[src/ssr_pkg.sv]
package ssr_pkg;

	// Bus widths of the shadowed memory
	localparam int ADDR_W = 11;
	localparam int DATA_W = 8;

	// Power-up waits, figures as printed, converted at 100 MHz
	localparam int CLK_PERIOD_NS          = 10;
	localparam int RAM_READY_US           = 100;
	localparam int NV_READY_MS            = 5;
	localparam int RAM_READY_CYC          = RAM_READY_US * 1000 / CLK_PERIOD_NS;
	localparam int NV_READY_CYC           = NV_READY_MS * 1000000 / CLK_PERIOD_NS;
	// Longest save after power loss, tenths of a millisecond
	localparam int SAVE_TIME_TENTH_MS     = 25;
	localparam int SAVE_CYC               = SAVE_TIME_TENTH_MS * 100000 / CLK_PERIOD_NS;

	// Strobe timing in cycles: setup, active, recovery
	localparam logic [1:0] PH_SETUP  = 2'h1;
	localparam logic [1:0] PH_STROBE = 2'h2;
	localparam logic [1:0] PH_DONE   = 2'h3;
	localparam logic [1:0] PH_IDLE   = 2'h0;

	localparam int CNT_W = 24;

	// Request from the user side
	typedef struct packed {
		logic              wr;
		logic [ADDR_W-1:0] addr;
		logic [DATA_W-1:0] wdata;
	} ssr_req_t;

	// Control pins toward the memory, all active low
	typedef struct packed {
		logic chip_sel_n;
		logic out_gate_n;
		logic wr_strobe_n;
	} ssr_ctl_t;

	localparam ssr_ctl_t CTL_IDLE = '{chip_sel_n: 1'b1, out_gate_n: 1'b1,
		wr_strobe_n: 1'b1};

	// Host states
	typedef enum logic [4:0] {
		ST_WAIT_PU  = 5'h01,
		ST_IDLE     = 5'h02,
		ST_ACCESS   = 5'h04,
		ST_POWERDN  = 5'h08,
		ST_RESP     = 5'h10
	} ssr_state_t;

endpackage : ssr_pkg

[src/ssr_host.sv]
`timescale 1ns/1ps
module ssr_host
	import ssr_pkg::*;
#(
	parameter int RAM_WAIT  = RAM_READY_CYC,
	parameter int NV_WAIT   = NV_READY_CYC,
	parameter int SAVE_WAIT = SAVE_CYC
) (
	// Clock and reset
	input  wire logic              clk,
	input  wire logic              rstn,
	// Supply monitor pin, high while supply is good
	input  wire logic              power_good,
	// User request side
	input  wire logic              req_valid,
	output logic                   req_ready,
	input  wire ssr_req_t          req,
	output logic                   rsp_valid,
	output logic [DATA_W-1:0]      rsp_rdata,
	// Status
	output logic                   busy,
	output logic                   nv_ready,
	output logic                   write_seen,
	// Memory pins
	output logic [ADDR_W-1:0]      addr_lines,
	output ssr_ctl_t               ctl,
	input  wire logic [DATA_W-1:0] bidir_data_lines_i,
	output logic [DATA_W-1:0]      bidir_data_lines_o,
	output logic                   bidir_data_lines_oe
);
	ssr_state_t        state;
	ssr_state_t        next_state;
	logic              pg;
	logic              pg_d;
	logic [CNT_W-1:0]  pu_cnt;
	logic [CNT_W-1:0]  save_cnt;
	logic [1:0]        phase;
	logic              cur_wr;
	logic [DATA_W-1:0] rd_sync1;

	// Power-good from a pin: three-flop chain plus a filtered level flop
	ssr_sync #(.INIT(1'b0)) u_pg_sync (
		.clk   (clk),
		.rstn  (rstn),
		.pin   (power_good),
		.level (pg)
	);

	always_ff @(posedge clk) begin
		if (!rstn) pg_d <= 1'b0;
		else       pg_d <= pg;
	end

	// Time since power became good; saturates at the nonvolatile wait
	always_ff @(posedge clk) begin
		if (!rstn || !pg) begin
			pu_cnt <= '0;
		end else if (pu_cnt < CNT_W'(NV_WAIT)) begin
			pu_cnt <= pu_cnt + 1'b1;
		end
	end

	// Nonvolatile ready only after the long wait
	always_ff @(posedge clk) begin
		if (!rstn || !pg) nv_ready <= 1'b0;
		else              nv_ready <= (pu_cnt >= CNT_W'(NV_WAIT));
	end

	// Save window after a power-loss edge that follows a seen write; accesses stay blocked
	always_ff @(posedge clk) begin
		if (!rstn) begin
			save_cnt <= '0;
		end else if (pg_d && !pg && write_seen) begin
			save_cnt <= CNT_W'(SAVE_WAIT);
		end else if (save_cnt != '0) begin
			save_cnt <= save_cnt - 1'b1;
		end
	end

	// Tracks whether the memory would save at power loss
	always_ff @(posedge clk) begin
		if (!rstn) begin
			write_seen <= 1'b0;
		end else if (state == ST_ACCESS && cur_wr && phase == PH_STROBE) begin
			write_seen <= 1'b1; // Set wins over a same-cycle power-up clear
		end else if (pg && !pg_d) begin
			write_seen <= 1'b0;
		end
	end

	// State sequencing
	always_comb begin
		next_state = state;
		case (state)
			ST_WAIT_PU: begin
				// RAM usable only after its wait
				if (pg && pu_cnt >= CNT_W'(RAM_WAIT) && save_cnt == '0)
					next_state = ST_IDLE;
			end
			ST_IDLE: begin
				if (!pg)
					next_state = ST_POWERDN;
				else if (req_valid)
					next_state = ST_ACCESS;
			end
			ST_ACCESS: begin
				if (phase == PH_DONE)
					next_state = ST_RESP;
			end
			ST_RESP: begin
				next_state = pg ? ST_IDLE : ST_POWERDN;
			end
			ST_POWERDN: begin
				next_state = ST_WAIT_PU;
			end
			default: next_state = ST_WAIT_PU;
		endcase
	end

	always_ff @(posedge clk) begin
		if (!rstn) state <= ST_WAIT_PU;
		else       state <= next_state;
	end

	// Access phase counter: setup, strobe, release
	always_ff @(posedge clk) begin
		if (!rstn || state != ST_ACCESS) phase <= PH_IDLE;
		else if (phase != PH_DONE)       phase <= phase + 2'h1;
	end

	// Latch request on acceptance
	always_ff @(posedge clk) begin
		if (!rstn) begin
			cur_wr             <= 1'b0;
			addr_lines         <= '0;
			bidir_data_lines_o <= '0;
		end else if (state == ST_IDLE && next_state == ST_ACCESS) begin
			cur_wr             <= req.wr;
			addr_lines         <= req.addr;
			bidir_data_lines_o <= req.wdata;
		end
	end

	// Control pins; gate high by default, so only a read in progress at power loss blocks a save
	always_ff @(posedge clk) begin
		if (!rstn) begin
			ctl                 <= CTL_IDLE;
			bidir_data_lines_oe <= 1'b0;
		end else begin
			ctl                 <= CTL_IDLE;
			bidir_data_lines_oe <= 1'b0;
			if (state == ST_ACCESS && next_state == ST_ACCESS && pg) begin
				ctl.chip_sel_n <= 1'b0;
				if (cur_wr) begin
					// Write drives data, gate held high
					bidir_data_lines_oe <= 1'b1;
					ctl.wr_strobe_n     <= !(phase == PH_SETUP);
				end else begin
					ctl.out_gate_n <= 1'b0;
				end
			end
		end
	end

	// Read capture at strobe end; data already floated by device otherwise
	always_ff @(posedge clk) begin
		if (!rstn) begin
			rd_sync1  <= '0;
			rsp_rdata <= '0;
		end else begin
			rd_sync1 <= bidir_data_lines_i;
			if (state == ST_ACCESS && phase == PH_DONE && !cur_wr)
				rsp_rdata <= rd_sync1;
		end
	end

	// Handshakes; busy covers power-up, save window and accesses
	assign req_ready = (state == ST_IDLE) && pg;
	assign rsp_valid = (state == ST_RESP);
	assign busy      = (state != ST_IDLE) || (save_cnt != '0);

	a_no_fight: assert property (@(posedge clk) disable iff (!rstn)
		!(bidir_data_lines_oe && !ctl.chip_sel_n && !ctl.out_gate_n))
		else $error("host drives data during read");
	a_cs_access: assert property (@(posedge clk) disable iff (!rstn)
		(!ctl.out_gate_n || !ctl.wr_strobe_n) |-> !ctl.chip_sel_n)
		else $error("strobe without chip select");
	a_no_both: assert property (@(posedge clk) disable iff (!rstn)
		!(!ctl.out_gate_n && !ctl.wr_strobe_n))
		else $error("gate and write strobe low together");
	a_save_block: assert property (@(posedge clk) disable iff (!rstn)
		(save_cnt != '0) |-> ctl.chip_sel_n)
		else $error("access during save");
	a_gate_idle: assert property (@(posedge clk) disable iff (!rstn)
		(state == ST_IDLE) |-> ctl.out_gate_n)
		else $error("gate low while idle");
	a_ram_wait: assert property (@(posedge clk) disable iff (!rstn)
		$rose(req_ready) |-> pu_cnt >= CNT_W'(RAM_WAIT))
		else $error("ready before RAM wait");
	a_nv_wait: assert property (@(posedge clk) disable iff (!rstn)
		nv_ready |-> pu_cnt >= CNT_W'(NV_WAIT))
		else $error("nv ready too early");
	a_write_pulse: assert property (@(posedge clk) disable iff (!rstn)
		$fell(ctl.wr_strobe_n) |=> ctl.wr_strobe_n && !ctl.chip_sel_n)
		else $error("write strobe not one cycle");
	a_resp_after: assert property (@(posedge clk) disable iff (!rstn)
		(state == ST_IDLE && req_valid && pg) |-> ##5 rsp_valid)
		else $error("response not in five cycles");

endmodule : ssr_host

[src/ssr_sync.sv]
`timescale 1ns/1ps
// Three-stage pin synchroniser; a change counts when stages two and three agree
module ssr_sync
	import ssr_pkg::*;
#(
	parameter logic INIT = 1'b0
) (
	// Clock and reset
	input  wire logic clk,
	input  wire logic rstn,
	// Pin and result
	input  wire logic pin,
	output logic      level
);
	logic s1;
	logic s2;
	logic s3;

	// Shift chain; s1 is only read by s2
	always_ff @(posedge clk) begin
		if (!rstn) begin
			s1 <= INIT;
			s2 <= INIT;
			s3 <= INIT;
		end else begin
			s1 <= pin;
			s2 <= s1;
			s3 <= s2;
		end
	end

	// Filtered level moves only once two stages agree
	always_ff @(posedge clk) begin
		if (!rstn) begin
			level <= INIT;
		end else if (s2 == s3) begin
			level <= s3;
		end
	end

endmodule : ssr_sync

[config.mk]
export PLATFORM = sky130hd
export DESIGN_NAME = ssr_host
export DESIGN_NICKNAME = d
export VERILOG_FILES = /design/src/ssr_pkg.sv /design/src/ssr_host.sv /design/src/ssr_sync.sv
export SDC_FILE = /design/constraint.sdc
export NUM_CORES = 1
export LEC_CHECK = 0
export ABC_AREA = 1
export BUFFER_PORTS_ARGS = -buffer_cell sky130_fd_sc_hd__buf_4
export CAP_MARGIN = 20
export CORE_MARGIN = 2
export CORE_UTILIZATION = 41
export CTS_CLUSTER_SIZE = 8
export DETAILED_ROUTE_END_ITERATION = 10
export GPL_TIMING_DRIVEN = 0
export PLACE_DENSITY = 0.61
export SLEW_MARGIN = 5
export SYNTH_ARGS = -nofsm -noshare
export SYNTH_HDL_FRONTEND = slang
export SYNTH_HIERARCHICAL = 1
export SYNTH_SLANG_ARGS = --single-unit
export TNS_END_PERCENT = 5
[constraint.sdc]
create_clock -name clk -period 1.45 [get_ports clk]
set_input_delay 0.0725 -clock clk [delete_from_list [all_inputs] [get_ports clk]]
set_output_delay 0.0725 -clock clk [all_outputs]
set_load 0.005 [all_outputs]
# ---- Word-level counts from Yosys, hierarchy flattened
# Cells that the tools add are included.
dict set report totals {
  register_bits 102
  in_bits 32
  out_inout_bits 36
  word_cells 81
}
dict set report classes {
  add_sub_neg 3
  magnitude_cmp 3
  eq_ne 12
  n_mux 13
  bitwise 1
  reduce_logical 28
}
# cell n
set op_table {}
lappend op_table {{$mux 18} 2}
lappend op_table {{$add 24x1->24 const B} 1}
lappend op_table {{$ge 24x14->1 const B} 1}
lappend op_table {{$ge 24x19->1 const B} 1}
lappend op_table {{$logic_not 24->1} 1}
lappend op_table {{$lt 24x19->1 const B} 1}
lappend op_table {{$reduce_bool 24->1} 1}
lappend op_table {{$sub 24x1->24 const B} 1}
lappend op_table {{$mux 5} 4}
lappend op_table {{$pmux 5 s4} 1}
lappend op_table {{$logic_and 1x1->1} 13}
lappend op_table {{$eq 5x3->1 const B} 2}
lappend op_table {{$eq 5x1->1 const B} 1}
lappend op_table {{$eq 5x2->1 const B} 1}
lappend op_table {{$eq 5x5->1 const B} 1}
lappend op_table {{$logic_not 1->1} 5}
lappend op_table {{$ne 5x2->1 const B} 1}
lappend op_table {{$ne 5x3->1 const B} 1}
lappend op_table {{$eq 2x2->1 const B} 2}
lappend op_table {{$mux 1} 4}
lappend op_table {{$mux 4} 1}
lappend op_table {{$reduce_bool 2->1} 2}
lappend op_table {{$logic_or 1x1->1} 3}
lappend op_table {{$mux 3} 1}
lappend op_table {{other kinds (8)} 8}

# ---- Depth between registers and ports, before layout
dict set report depth {
  ltp_word 9
  ltp_mapped 11
  depth_no_buf 10
}

# ---- Cells and area by module
# Netlist, hierarchy kept.
# module n_inst cells_each area_per_inst_um2 seq_area_each_um2
set modules_own_cells {}
lappend modules_own_cells {ssr_host 1 670 4650.7 1961.9}
lappend modules_own_cells {ssr_sync 1 13 116.4 80.1}

# ---- Least setup slack after synthesis
# Ideal clock, no wire load.
dict set report synth_path {
  kind {reg-to-reg}
  start {reg pu_cnt[0]}
  end {reg pu_cnt[16]}
  setup_ps 70
  arrival_time_ps 1453
  required_time_ps 1380
  slack_ps -73
  path_stages_with_launch 9
  path_buffers 0
  synth_period_minus_slack_ps 1523
  cell_sequence {dfxtp_1 > ha_1 > inv_1 > nor2_1 > nand2_1 > nor2_1 > xor2_1 > nand2_1 > a21oi_1}
}
dict set report synth_via {
  elab_chain_len 1
  elab_cells_between_ends 2
  classes_between {1 x add/sub; 1 x order compare}
}
# item line
set synth_lines {}
lappend synth_lines {{start, declared} ssr_host.sv:35} ;# logic [CNT_W-1:0] pu_cnt;
lappend synth_lines {{start signal, assigned} ssr_host.sv:59} ;# pu_cnt <= pu_cnt + 1'b1;
lappend synth_lines {{$add 24x1->24 or $lt 24x19->1 (tied branches)} {ssr_host.sv:59, ssr_host.sv:58}}
# Several ways; a longest one is shown, not always the timed one.
# A chain may end at the register's enable or synchronous reset.

# ---- Worst setup path after layout
dict set report layout_path {
  start {reg save_cnt[6]}
  end {out busy}
}
dict set report layout_via {
  elab_chain_len 2
}
# item line
set layout_lines {}
lappend layout_lines {{start, declared} ssr_host.sv:36} ;# logic [CNT_W-1:0] save_cnt;
lappend layout_lines {{start signal, assigned} ssr_host.sv:74} ;# save_cnt <= CNT_W'(SAVE_WAIT);
lappend layout_lines {{start signal, assigned} ssr_host.sv:76} ;# save_cnt <= save_cnt - 1'b1;
lappend layout_lines {{$reduce_bool 24->1} ssr_host.sv:180} ;# assign busy = (state != ST_IDLE) || (save_cnt != '0);
lappend layout_lines {{$logic_or 1x1->1} ssr_host.sv:180}
lappend layout_lines {{end, declared} ssr_host.sv:21} ;# output logic busy,
# No other way between the ends.

==> summary.txt <==
Place
  • DPL Wire Length: 8.28 mm
  • Final RePlAce weighted congestion: about 0.95
  • Post-DP Area: 0.00545 sq mm
  • Pre-CTS setup slack: -0.239 ns
  • PortBufs: 67
  • Placed Cells: between 800 and 900

Yosys
  • Synthesized area per cell: 6.98 sq um
  • Synth Instances: 683
  • Count of different cell masters after synthesis: 37
  • Netlist Area Pre-Place: ~0.0048 sq mm
  • Seq/Total Area, Yosys: 42.8%
  • Syn_nets: 722
  • Largest family of logic cells by synthesized area: simple AND/OR/NAND/NOR gates
  • Synth Area in Adders: 1.84%
  • Synth Area in XOR/XNOR: 4.59%
  • Synth Warn #: 6
  • Synth Area in Simple Gates: 35.4%
  • Yosys reg bits: ~100
  • Multiplexer area fraction after synthesis: 0%
  • Complex-gate fraction of the synthesized area: about 8.3%

Worst setup path
  • WS Path Type: flop to primary output
  • Reg-to-reg critical path endpoint: pu_cnt[14]
  • Crit end category: primary output
  • Arrival time worst endpoint: roughly 1.5 ns
  • Critical path launch point type: flop
  • CP max FO: 3
  • Worst Path Required: approximately 1.4 ns
  • R2R Setup Slk: 0 ns
  • Worst r2r src: pu_cnt[15]
  • R2r worst-path depth: 11

Detailed routing
  • Via/cell ratio: between 4 and 5
  • DRC: 0
  • Routed Antenna Nets: 0
  • DRT iter0 DRCs: 271
  • DRT Wirelength: 11.8 mm
  • Routed wire length per instance: 12.4 um
  • Via count: approximately 4,600
  • DR pass1 iterations: 4

Min path
  • Hold Crit Depth: 3
  • Hold path start: req[4]
  • Hold Crit Class: input pin to flop
  • WHS Endpoint: bidir_data_lines_o[4]

Layout
  • Post-route cell area: between 0.006 and 0.007 sq mm
  • Finished Layout Cells: 950
  • Area Growth Syn to Fin: 35.2%
  • Filler cell count: 1,057
  • Share of post-route cells with drive strength above 1: 27.1%
  • Ant diodes: 0
  • Layout Nets: ~840

STA
  • Worst Slack Setup Final: -0.111 ns
  • Achievable Freq: ~0.64 GHz
  • Final Slew Violations: 0
  • Worst rel slew slack: 64.6%
  • Worst Max-Slew Pin Slew: approximately 0.53 ns
  • Skew final: 0.00750 ns
  • Post-layout minimum cycle time: 1.56 ns
  • Period utilization: 108%
  • Setup violations, final: 2
  • Final hold violation count: 0
  • RSZ-0062 raised after global routing: true

Clocking
  • Clk pin slew, worst setup/hold paths: 0.07 ns
  • CTS tree: done
  • Clk root buf: clkbuf_16
  • H-tree levels: 3
  • Worst-Skew Late Latency: 0.35 ns
  • CTS buffer count: 9
  • Sinks on Clock Net: 102
  • CTS max path bufs: 2

Run status
  • Status: finished with violations
  • Failing checks: setup timing

Floorplan
  • Ports: 68
  • Die span in y: around 110 um
  • Row count: 39
  • Starting density of the core: 41.9%
  • Die ar.: about 0.013 sq mm
  • Core area: 0.0114 sq mm
  • Width of the die: 112 um

Power
  • Peak VDD IR: 971 uV
  • PwrDens: 1330 mW/mm^2
  • Lkg Pwr: approximately 2.7 nW

Global route
  • GR Overflow Total: 0
  • GRT Total Usage: 19.2%
  • Number of global-route vias before repair: 4,429
  • First-pass GRT wire length: between 15 and 20 mm
  • Initial antenna violation count: 0
  • Largest net degree at the start of global routing: 19

Job
  • Number of max-cap violations: 0
[report_power, final]
part	total, mW	switching (mW)	internal (mW)
Sequential	3.30	0.263	3.04
Clock	2.35	1.11	1.24
Combinational	2.91	1.71	1.20
[metal layers]
| metal | track usage, % | routed length [um] |
|---|---|---|
| met1 | 23.5 | 5270 |
| met4 | 6.58 | 245 |
| met3 | 5.12 | 481 |
| met2 | 32.7 | 5830 |
| met5 | 0 | 0 |
[sequential cells by signal, summed over array words and instances (netlist names), 2 cells and up]
| register | cells |
|---|---|
| state | 5 |
| addr_lines | 11 |
| bidir_data_lines_o | 8 |
| phase | 2 |
| pu_cnt | 24 |
| rsp_rdata | 8 |
| rd_sync1 | 8 |
| ctl | 3 |
| save_cnt | 24 |
[Yosys cell counts (all sizes together)]
library cell	count	share of area, %
clkbuf	11	0.87
nor4	1	0.13
nand4	14	1.8
xor2	17	3.1
inv	59	4.6
a22oi	1	0.16
o21ai	12	1.3
or2	4	0.52
nand2	180	14
a41oi	1	0.18
nand3b	5	0.79
and2	1	0.13
a21o	2	0.31
a21oi	56	6.0
buf	10	1.5
nor2	131	11
a211oi	1	0.16
nor3b	1	0.16
ha	7	1.8
dfxtp	102	43
nor3	4	0.66
o22ai	1	0.13
nand3	54	6.0
xnor2	8	1.5
[per-stage QoR]
stage	util [%]	hold slack, ns	setup TNS [ns]	power [mW]
6_report	56.7	0.00530	-0.113	8.56
5_1_grt	56.7	0.00426	-2.92	9.14
4_1_cts	55.4	0.0000300	-0.144	8.43
3_5_place_dp	48.0	0.262	-9.77	5.63
3_3_place_gp	48.0	0.255	-8.24	5.59
2_1_floorplan	-	0.166	0	5.07
[worst max-delay path by stage]
| stage | from | endpoint | slack (ns) | cells after the start |
|---|---|---|---|---|
| after floorplan | pu_cnt[0] | pu_cnt[16] | 0.009 | 8 |
| after global placement | pu_cnt[0] | pu_cnt[16] | -0.23 | 8 |
| after detailed placement | save_cnt[0] | save_cnt[22] | -0.24 | 8 |
| after CTS | save_cnt[6] | busy | -0.06 | 5 |
| after global routing | save_cnt[6] | busy | -0.19 | 5 |
| final | save_cnt[6] | busy | -0.11 | 5 |
[logic make-up (layout without fill, tap and decap cells)]
kind of cell / after synthesis / after routing
AO/OA/AOI/OAI: 74 / 74
XOR/XNOR: 25 / 25
adder cells (fa/ha/maj): 7 / 7
buffers and inverters: 80 / 204
flip-flops: 102 / 102
AND/OR/NAND/NOR: 395 / 395
[placed cells by master (no fill, tap or decap), drive strengths merged]
master | netlist | layout
nand4 | 14 | 14
a21o | 2 | 2
a41oi | 1 | 1
or2 | 4 | 4
o22ai | 1 | 1
xor2 | 17 | 17
nand2 | 180 | 180
buf | 10 | 97
clkinvlp | 0 | 1
a21oi | 56 | 56
inv | 59 | 63
nand3b | 5 | 5
nor4 | 1 | 1
xnor2 | 8 | 8
dlygate4sd3 | 0 | 25
nand3 | 54 | 54
and2 | 1 | 1
clkinv | 0 | 1
a22oi | 1 | 1
ha | 7 | 7
nor3 | 4 | 4
dfxtp | 102 | 102
nor3b | 1 | 1
nor2 | 131 | 131
o21ai | 12 | 12
clkbuf | 11 | 17
a211oi | 1 | 1
[critical path, stage by stage (launching register included)]
cell and delay [ns]:
dfxtp_2 0.34, nor2_4 0.13, nand2_2 0.08, nor4_2 0.28, nand4_1 0.15, buf_4 0.17
[layout make-up]
| cell class | count | area, sq um | area share [%] |
|---|---|---|---|
| Buffer | 21 | 143 | 2.21 |
| Clock buffer | 10 | 239 | 3.71 |
| Clock inverter | 6 | 50.0 | 0.777 |
| Inverter | 59 | 221 | 3.44 |
| Multi-Input combinational cell | 501 | 2640 | 41.0 |
| Sequential cell | 102 | 2090 | 32.4 |
| Tap cell | 143 | 179 | 2.78 |
| Timing Repair Buffer | 108 | 885 | 13.7 |
[timing repair]
item	4_1_cts	5_1_grt
setup buffers	11	4
endpoints found under the hold margin	24	0
endpoints found under the setup margin	76	77
pin swaps	18	10
gates resized for setup	74	54
hold buffers	25	0
gates cloned	1	0
Power figures use the tool's default switching activity.
